## src/sps_pkg.sv

```systemverilog
// Purpose: Shared constants and types for the power-down and self-refresh temperature pair.
// Assumes: One clock, mclk at 200 MHz; command encodings are local to this pair.
// Notes:   Delays are in mclk cycles unless the name says otherwise.
package sps_pkg;
   localparam int unsigned CLK_PERIOD_PS = 5000;
   // Commands carried from the controller end to the device end
   typedef enum logic [3:0] {
      SPS_CMD_NOP, SPS_CMD_DES, SPS_CMD_ACT, SPS_CMD_PRE, SPS_CMD_REF, SPS_CMD_MRS,
      SPS_CMD_RD, SPS_CMD_RDAP, SPS_CMD_WR, SPS_CMD_WRAP, SPS_CMD_MPR, SPS_CMD_ZQ
   } sps_cmd_t;
   // Power states of the device end
   typedef enum logic [1:0] {SPS_ST_ON, SPS_ST_PD_ACTIVE, SPS_ST_PD_FAST, SPS_ST_PD_SLOW} sps_state_t;
   // Mode register field positions
   localparam int unsigned MR0_PD_TYPE_BIT = 12;
   localparam int unsigned MR2_AUTO_BIT    = 6;
   localparam int unsigned MR2_EXT_BIT     = 7;
   localparam logic [15:0] MR0_RESET       = 16'h0000;
   localparam logic [15:0] MR2_RESET       = 16'h0000;
   // Delays in clocks
   localparam logic [7:0]  ACTIVATE_TO_SLEEP_DELAY  = 8'h01;
   localparam logic [7:0]  PRECHARGE_TO_SLEEP_DELAY = 8'h01;
   localparam logic [7:0]  REFRESH_TO_SLEEP_DELAY   = 8'h01;
   localparam logic [7:0]  MODE_SET_DELAY           = 8'h0C;
   localparam logic [7:0]  MODEREGSET_TO_SLEEP_DELAY = MODE_SET_DELAY;
   localparam logic [7:0]  BURST_TAIL_FULL          = 8'h04;
   localparam logic [7:0]  BURST_TAIL_CHOP          = 8'h02;
   localparam logic [7:0]  BUFFER_DISABLE_DELAY     = 8'h01;
   localparam logic [7:0]  TERMINATION_ASYNC_LEAD   = 8'h02;
   localparam logic [7:0]  EXIT_LATENCY             = 8'h03;
   // Exit to next entry after a refresh: greater of 10 clocks or 24 ns
   localparam int unsigned DLL_EXIT_MIN_CK = 10;
   localparam int unsigned DLL_EXIT_NS     = 24;
   localparam int unsigned DLL_EXIT_NS_CK  = (DLL_EXIT_NS * 1000 + CLK_PERIOD_PS - 1) / CLK_PERIOD_PS;
   localparam logic [7:0]  DLL_EXIT_DELAY  =
      8'((DLL_EXIT_NS_CK > DLL_EXIT_MIN_CK) ? DLL_EXIT_NS_CK : DLL_EXIT_MIN_CK);
   // Refresh periods in ms by case temperature band
   localparam int unsigned REF_PERIOD_NORMAL_MS = 64;
   localparam int unsigned REF_PERIOD_2X_MS     = 32;
   localparam int unsigned REF_PERIOD_4X_MS     = 16;
   localparam int          TEMP_NORMAL_MAX_C    = 85;
   localparam int          TEMP_2X_MAX_C        = 95;
   localparam int          TEMP_EXT_MAX_C       = 105;
   localparam logic [1:0]  RATE_1X = 2'h0;
   localparam logic [1:0]  RATE_2X = 2'h1;
   localparam logic [1:0]  RATE_4X = 2'h2;
   localparam logic [1:0]  RATE_AUTO = 2'h3;
   // Is this command a NOP or a deselect
   function automatic logic sps_is_idle_cmd(input sps_cmd_t c);
      return (c == SPS_CMD_NOP) || (c == SPS_CMD_DES);
   endfunction
endpackage

```

## src/sps_if.sv

```systemverilog
// Purpose: Command, clock-enable and reset link between controller and device ends.
// Assumes: Both ends run on mclk.
// Notes:   Termination control is a plain level from the controller.
`timescale 1ns/100ps
interface sps_if;
   import sps_pkg::*;
   sps_cmd_t    cmd;
   logic [15:0] addr;
   logic [1:0]  mr_sel;
   logic        cke;
   logic        odt;
   logic        dram_rst_b;
   modport ctrl (output cmd, output addr, output mr_sel, output cke, output odt, output dram_rst_b);
   modport dev  (input  cmd, input  addr, input  mr_sel, input  cke, input  odt, input  dram_rst_b);
endinterface

```

## src/sps_ctrl.sv

```systemverilog
// Purpose: Controller end: spaces power-down entry and programs self-refresh temperature options.
// Assumes: User holds a request until granted; latencies given as static inputs.
//          Case temperature is sampled every clock with no filtering.
// Notes:   Spacing counters keep the longest pending delay, never the latest.
//          Termination lead before entry is left to the user of odt_in.
// Contract
//- Double refresh above 85C, quadruple above 95C.
//- No self refresh above 85C without option.
//- Extended bit selects self-refresh temperature range.
//- Automatic bit makes device manage refresh rate.
//- Extended bit forced zero when automatic on.
//- Enter power-down on low clock-enable with NOP.
//- Hold clock-enable high during reads, writes, MRS.
//- Power-down allowed during activate, precharge, refresh.
//- Wait one clock, or mode-set delay.
//- Slow exit makes termination asynchronous around it.
//- Device disables buffers in power-down.
//- Only NOP/DES until buffer disable delay.
//- Prefer entering power-down with DLL locked.
//- Reset DLL after exit if unlocked.
//- MR0 bit 12 picks fast or slow.
//- Exit on high clock-enable; wait exit latency.
`timescale 1ns/100ps
module sps_ctrl
   import sps_pkg::*;
(
   input  wire logic        mclk,
   input  wire logic        rst_b,
   input  wire logic        cmd_valid,
   input  wire sps_cmd_t    cmd_in,
   input  wire logic [15:0] addr_in,
   input  wire logic [1:0]  mr_sel_in,
   output logic             cmd_ready,
   input  wire logic        pd_req,
   output logic             pd_active,
   input  wire logic        odt_in,
   input  wire logic [7:0]  read_latency,
   input  wire logic [7:0]  write_latency,
   input  wire logic [7:0]  write_recovery_time,
   input  wire logic        fixed_chop4_burst,
   input  wire logic        dll_locked,
   input  wire logic        automatic_refresh_rate,
   input  wire logic        extended_range_self_refresh,
   input  wire logic signed [7:0] case_temp_c,
   output logic [1:0]       refresh_rate_q,
   output logic             self_refresh_ok_q,
   output logic             dll_reset_needed_q,
   sps_if.ctrl              link
);
   ////////////////////////////////////////////////////////////////////////////
   logic [7:0] gap_q;
   logic [7:0] gap_d;
   logic [7:0] hold_q;
   logic       ref_after_exit_q;
   logic [7:0] since_exit_q;
   logic       pd_q;
   logic [7:0] tail;
   logic       go_cmd;
   logic       enter;
   logic       leave;
   logic [15:0] addr_fix;
   logic [7:0] need;

   // Chop-4 bursts end two clocks sooner, so their tail is shorter
   assign tail = fixed_chop4_burst ? BURST_TAIL_CHOP : BURST_TAIL_FULL;
   // Commands wait while powered down and during the exit latency
   // Refused requests simply stay pending; the user sees ready low, never a drop
   assign cmd_ready = !pd_q && (hold_q == 8'h00);
   assign go_cmd    = cmd_valid && cmd_ready;
   // Entry only once every spacing counter has run out
   // A command taken in this clock wins over entry, so clock enable never falls with it
   assign enter = pd_req && !pd_q && !go_cmd && (gap_q == 8'h00) && (hold_q == 8'h00)
                  && (!ref_after_exit_q || since_exit_q >= DLL_EXIT_DELAY);
   assign leave = !pd_req && pd_q && (hold_q == 8'h00);
   assign pd_active = pd_q;

   // Minimum delay from the last command to power-down entry
   // A short delay never cuts a longer one still pending, so a read then an activate keeps the read's wait
   always_comb begin
      need  = 8'h00;
      gap_d = (gap_q != 8'h00) ? gap_q - 8'h01 : 8'h00;
      if (go_cmd) begin
         case (cmd_in)
            SPS_CMD_ACT:  need = ACTIVATE_TO_SLEEP_DELAY;
            SPS_CMD_PRE:  need = PRECHARGE_TO_SLEEP_DELAY;
            SPS_CMD_REF:  need = REFRESH_TO_SLEEP_DELAY;
            SPS_CMD_MRS:  need = MODEREGSET_TO_SLEEP_DELAY;
            SPS_CMD_MPR,
            SPS_CMD_ZQ:   need = MODE_SET_DELAY;
            SPS_CMD_RD,
            SPS_CMD_RDAP: need = 8'(read_latency + 8'h05);
            SPS_CMD_WR:   need = 8'(write_latency + tail + write_recovery_time);
            SPS_CMD_WRAP: need = 8'(write_latency + tail + write_recovery_time + 8'h01);
            default:      need = 8'h00;
         endcase
         gap_d = (need > gap_q) ? need : gap_q;
      end
   end

   // Spacing counter; a value of n lets entry happen n cycles after the command
   // The count starts one lower because the command itself spends a clock on the pins
   always_ff @(posedge mclk or negedge rst_b) begin
      if (!rst_b) begin
         gap_q <= 8'h00;
      end else begin
         gap_q <= (go_cmd && gap_d != 8'h00) ? gap_d - 8'h01 : gap_d;
      end
   end

   // Power-down state and the quiet time after entry or exit
   // Exit is only taken once the buffer disable quiet time has run out
   always_ff @(posedge mclk or negedge rst_b) begin
      if (!rst_b) begin
         pd_q   <= 1'b0;
         hold_q <= 8'h00;
      end else if (enter) begin
         pd_q   <= 1'b1;
         hold_q <= BUFFER_DISABLE_DELAY;
      end else if (leave) begin
         pd_q   <= 1'b0;
         hold_q <= EXIT_LATENCY;
      end else if (hold_q != 8'h00) begin
         hold_q <= hold_q - 8'h01;
      end
   end

   // Track a refresh between exit and the next entry, timed from the exit
   // The age saturates, so a long awake spell never wraps back to a short one
   always_ff @(posedge mclk or negedge rst_b) begin
      if (!rst_b) begin
         ref_after_exit_q <= 1'b0;
         since_exit_q     <= 8'h00;
      end else if (leave) begin
         ref_after_exit_q <= 1'b0;
         since_exit_q     <= 8'h00;
      end else begin
         if (go_cmd && cmd_in == SPS_CMD_REF) begin
            ref_after_exit_q <= 1'b1;
         end
         if (since_exit_q != 8'hFF) begin
            since_exit_q <= since_exit_q + 8'h01;
         end
      end
   end

   // An unlocked DLL at entry needs a DLL reset before reads rely on it
   // Only a DLL reset clears the flag; the user must not read until it drops
   always_ff @(posedge mclk or negedge rst_b) begin
      if (!rst_b) begin
         dll_reset_needed_q <= 1'b0;
      end else if (enter && !dll_locked) begin
         dll_reset_needed_q <= 1'b1;
      end else if (go_cmd && cmd_in == SPS_CMD_MRS && mr_sel_in == 2'h0 && addr_in[8]) begin
         dll_reset_needed_q <= 1'b0;
      end
   end

   // Refresh rate and self-refresh permission from case temperature
   // Above the extended ceiling self refresh is reported as not allowed
   always_ff @(posedge mclk or negedge rst_b) begin
      if (!rst_b) begin
         refresh_rate_q    <= RATE_1X;
         self_refresh_ok_q <= 1'b1;
      end else begin
         if (case_temp_c > 8'(TEMP_2X_MAX_C)) begin
            refresh_rate_q <= RATE_4X;
         end else if (case_temp_c > 8'(TEMP_NORMAL_MAX_C)) begin
            refresh_rate_q <= RATE_2X;
         end else begin
            refresh_rate_q <= RATE_1X;
         end
         self_refresh_ok_q <= (case_temp_c <= 8'(TEMP_NORMAL_MAX_C))
                              || ((automatic_refresh_rate || extended_range_self_refresh)
                                  && case_temp_c <= 8'(TEMP_EXT_MAX_C));
      end
   end

   // Mode register two writes never carry both temperature bits
   always_comb begin
      addr_fix = addr_in;
      if (mr_sel_in == 2'h2) begin
         addr_fix[MR2_AUTO_BIT] = automatic_refresh_rate;
         addr_fix[MR2_EXT_BIT]  = extended_range_self_refresh && !automatic_refresh_rate;
      end
   end

   // Registered pins toward the device
   // Flopped so the device sees clean edges one clock after each decision
   always_ff @(posedge mclk or negedge rst_b) begin
      if (!rst_b) begin
         link.cmd        <= SPS_CMD_NOP;
         link.addr       <= 16'h0000;
         link.mr_sel     <= 2'h0;
         link.cke        <= 1'b0;
         link.odt        <= 1'b0;
         link.dram_rst_b <= 1'b0;
      end else begin
         link.cmd        <= go_cmd ? cmd_in : SPS_CMD_NOP;
         link.addr       <= go_cmd ? addr_fix : 16'h0000;
         link.mr_sel     <= go_cmd ? mr_sel_in : 2'h0;
         link.cke        <= !(enter || (pd_q && !leave));
         link.odt        <= odt_in;
         link.dram_rst_b <= 1'b1;
      end
   end
endmodule // sps_ctrl

```

## src/flat_wrapper.sv

```systemverilog
// flat-port wrapper written by rule: the top's interface ports become plain ports
module sps_ctrl_flat import sps_pkg::*;
  (mclk, rst_b, cmd_valid, cmd_in, addr_in, mr_sel_in, cmd_ready, pd_req, pd_active, odt_in, read_latency, write_latency, write_recovery_time, fixed_chop4_burst, dll_locked, automatic_refresh_rate, extended_range_self_refresh, case_temp_c, refresh_rate_q, self_refresh_ok_q, dll_reset_needed_q, link_cmd, link_addr, link_mr_sel, link_cke, link_odt, link_dram_rst_b);
  sps_if link_i ();
  input  wire logic mclk;
  input  wire logic rst_b;
  input  wire logic cmd_valid;
  input  wire sps_cmd_t cmd_in;
  input  wire logic [15:0] addr_in;
  input  wire logic [1:0] mr_sel_in;
  output logic cmd_ready;
  input  wire logic pd_req;
  output logic pd_active;
  input  wire logic odt_in;
  input  wire logic [7:0] read_latency;
  input  wire logic [7:0] write_latency;
  input  wire logic [7:0] write_recovery_time;
  input  wire logic fixed_chop4_burst;
  input  wire logic dll_locked;
  input  wire logic automatic_refresh_rate;
  input  wire logic extended_range_self_refresh;
  input  wire logic signed [7:0] case_temp_c;
  output logic [1:0] refresh_rate_q;
  output logic self_refresh_ok_q;
  output logic dll_reset_needed_q;
  output wire logic [$bits(link_i.cmd)-1:0] link_cmd;
  output wire logic [$bits(link_i.addr)-1:0] link_addr;
  output wire logic [$bits(link_i.mr_sel)-1:0] link_mr_sel;
  output wire logic [$bits(link_i.cke)-1:0] link_cke;
  output wire logic [$bits(link_i.odt)-1:0] link_odt;
  output wire logic [$bits(link_i.dram_rst_b)-1:0] link_dram_rst_b;
  assign link_cmd = link_i.cmd;
  assign link_addr = link_i.addr;
  assign link_mr_sel = link_i.mr_sel;
  assign link_cke = link_i.cke;
  assign link_odt = link_i.odt;
  assign link_dram_rst_b = link_i.dram_rst_b;
  sps_ctrl u_core (.mclk(mclk), .rst_b(rst_b), .cmd_valid(cmd_valid), .cmd_in(cmd_in), .addr_in(addr_in), .mr_sel_in(mr_sel_in), .cmd_ready(cmd_ready), .pd_req(pd_req), .pd_active(pd_active), .odt_in(odt_in), .read_latency(read_latency), .write_latency(write_latency), .write_recovery_time(write_recovery_time), .fixed_chop4_burst(fixed_chop4_burst), .dll_locked(dll_locked), .automatic_refresh_rate(automatic_refresh_rate), .extended_range_self_refresh(extended_range_self_refresh), .case_temp_c(case_temp_c), .refresh_rate_q(refresh_rate_q), .self_refresh_ok_q(self_refresh_ok_q), .dll_reset_needed_q(dll_reset_needed_q), .link(link_i));
endmodule
```

## config.mk

```make
export PLATFORM = sky130hd
export DESIGN_NAME = sps_ctrl_flat
export DESIGN_NICKNAME = d
export VERILOG_FILES = /design/src/sps_pkg.sv /design/src/sps_if.sv /design/src/sps_ctrl.sv /design/src/flat_wrapper.sv
export SDC_FILE = /design/constraint.sdc
export NUM_CORES = 1
export LEC_CHECK = 0
export BUFFER_PORTS_ARGS = -buffer_cell sky130_fd_sc_hd__clkbuf_2
export CAP_MARGIN = 20
export CORE_ASPECT_RATIO = 1.5
export CORE_MARGIN = 2
export CORE_UTILIZATION = 55
export CTS_CLUSTER_DIAMETER = 30
export DETAILED_ROUTE_END_ITERATION = 10
export PLACE_DENSITY = 0.82
export SETUP_SLACK_MARGIN = 0.3
export SYNTH_ARGS = -nofsm -noshare
export SYNTH_HDL_FRONTEND = slang
export SYNTH_SLANG_ARGS = --single-unit
```

## constraint.sdc

```tcl
create_clock -name mclk -period 4.3 [get_ports mclk]
set_input_delay 0.43 -clock mclk [delete_from_list [all_inputs] [get_ports mclk]]
set_output_delay 0.43 -clock mclk [all_outputs]
set_load 0.01 [all_outputs]
```

==> results.ini <==
[outcome]
status = finished with violations
violations = negative setup slack

[route]
routed_wirelength_um = 9410
dr.pass1.iters = 6
via_per_inst = 5.82
ant_nets = 0
drt_iter0_drc = 167
drc = 0
wire_per_inst_um = 15.6
dr_total_vias = 3502

[place]
port_buffers = 93
place_area_um2 = 4510
placed_cells = 582
dpl_worst_slack_ps = -917
gp_congestion = 0.963
hpwl_um = 7120

[run]
drv_cap = 0

[die]
start_util = 0.570
fp.dieArea_um2 = 7400
die_h_um = 104
core_um2 = 6490
core.rowCount = 36
io_pins = 94
die_x_um = 70.9

[timing]
fmax_ghz = 0.212
finalSetupViolations = 8
worstMarginPinSlew_ps = 676
finalHoldViolCount = 0
rsz0062_at_grt = true
fin_crit_ps = 4730
final_max_slew_viol_count = 0
skew_ps = 13.4
setup_ws_ps = -425
relSlewSlack = 0.549
min_period_over_period = 1.10

[final_layout]
drive_gt1_frac = 0.386
fillers = 450
diodes = 0
regArea_um2 = 1380
fin_area_um2 = 4900
area_growth_pct = 32.7
nNetsFinal = 619
fin_cells = 602
multiInputGateArea_um2 = 2450

[logic_synthesis]
yosys_warnings = 0
ys.flop_type = dfrtp_1
syn-num-nets = 481
yosys-top-cells-area = dfrtp_1 37%, ha_1 9.5%, nor2_1 3.7%
synth_seq_cells = 55
synth_cells = 387
netlist_area_um2 = 3690
synth_edf_count = 0
seq_area_frac_synth = 0.373
yosys.area.top_type_share = 0.366
synth_area_leader_cell = dfrtp_1
postSynthAreaPerCell_um2 = 9.55
synthArstFlopShare = 1.00
ys_types = 70
ys_top_cells_by_count = 54 x dfrtp_1, 36 x nor2_1, 28 x ha_1, 27 x nand2_1
yosysMostFrequentCell = dfrtp_1

[global_route]
grt_pass1_vias = 3550
grt_start_max_net_pins = 56
grt-ovfl-total = 0
antenna_found_initial = 0
grt_usage = 0.261
grt_first_pass_wirelength_um = 15600

[setup_path]
cp-start-kind = input pin
critPathKind = input pin to flip-flop
path_max_fanout = 5
end_kind = flip-flop
timing.critical_path.required_ps = 4500
arrival_ps = 4920

[worst_hold_path]
hp-class = input pin to flip-flop

[clock_tree]
cts_buffer_depth = 2
root_buffer = clkbuf_8
clk_latency_ps = 320
htreeDepth = 2
cts_tree = built
clkSinkCount = 55
numCtsBuffers = 5
cts.clk_slew.worst_paths_ps = 100

[pwr]
power_density_nw_per_um2 = 510
leakage_nw = 2.38
power_w = 0.00250
ir_drop_mv = 0.246

## report_power, final
group | switching (W) | internal [W]
clock | 0.000177 | 0.000135
sequential | 0.000165 | 0.000640
combinational | 0.000697 | 0.000685
total | 0.00104 | 0.00146
## placed cells by master (no fill, tap or decap), drive strengths merged, types with 17 or more instances in the layout
cell and count:
nand2 28, clkbuf 98, inv 21, buf 45, dfrtp 54, nand3 20
ha 28, o21ai 17, and2 20, nor2 36
## critical path, cell delays in order
cell	delay (ps)
buf_6	90
fa_1	540
ha_2	180
inv_2	40
fa_2	410
nand4b_1	250
nor4_4	220
nand3_1	160
xnor2_2	170
o22ai_1	110
ha_1	300
nand4_1	140
buf_4	160
nor2_2	180
a21oi_4	70
and3_4	220
a221o_2	430
buf_6	130
nor4_4	290
buf_6	180
nor3_2	60
xor2_1	150
## metrics by stage
step	TNS [ps]	hold slack, ps	utilization
after floorplan	-4150	134	-
after global placement	-5790	465	0.695
after detailed placement	-7060	503	0.695
after CTS	-2390	200	0.734
after global routing	-4590	205	0.756
final	-3130	204	0.756
## cell type report
| cell class | count | area share |
|---|---|---|
| clock buffer | 6 | 0.0168 |
| clock inverter | 2 | 0.00357 |
| inverter | 19 | 0.0145 |
| multi-input combinational | 307 | 0.499 |
| sequential | 55 | 0.281 |
| tap | 76 | 0.0194 |
| timing repair buffer | 137 | 0.165 |
## path summary, 6_finish.rpt
kind                                             end  slack (ps)  depth (start not counted)                 startpoint
min                                  u_core.link.odt         200                          1                     odt_in
max reg2reg                          u_core.gap_q[5]         860                         12           u_core.hold_q[0]
max in group asynchronous     u_core.since_exit_q[7]        3620                          2                      rst_b
min reg2reg                u_core.dll_reset_needed_q         520                          2  u_core.dll_reset_needed_q
max                                  u_core.gap_q[5]        -430                         22           write_latency[1]
min in group asynchronous        u_core.link.addr[9]         220                          2                      rst_b
## flip-flops by register name, indices dropped and copies added, names as in the netlist, 2 cells and up
register / flops
u_core.link.addr: 16
u_core.gap_q: 8
u_core.hold_q: 8
u_core.since_exit_q: 8
u_core.link.cmd: 4
u_core.link.mr_sel: 2
u_core.refresh_rate_q: 2
## kinds of logic (layout without fill, tap and decap cells)
family,Yosys count,in the layout,share of synthesized area
compound gates,76,76,0.152
xor+xnor,28,28,0.0664
fa+ha+maj,31,31,0.111
buf+inv,25,164,0.0298
flops,55,55,0.373
mux,6,6,0.0166
other cells,1,1,0.00101
simple gates,165,165,0.250
## layer usage
metal / wire length [um] / track usage / vias to the layer above
met5: 0 / 0 / -
met4: 391 / 0.131 / 0
met3: 432 / 0.0349 / 38
met2: 5130 / 0.485 / 136
met1: 3460 / 0.280 / 1663
li1: - / - / 1665
## what timing repair did
item                                   4_1_cts  5_1_grt
hold buffers                                 0        0
gates cloned                                 0        0
endpoints found under the hold margin        0        0
setup endpoints to repair                    8        8
pin swaps                                    7        8
buffers inserted                             9        3
resized for setup                           17       21
No activity file was read; power rests on OpenSTA's default activity.
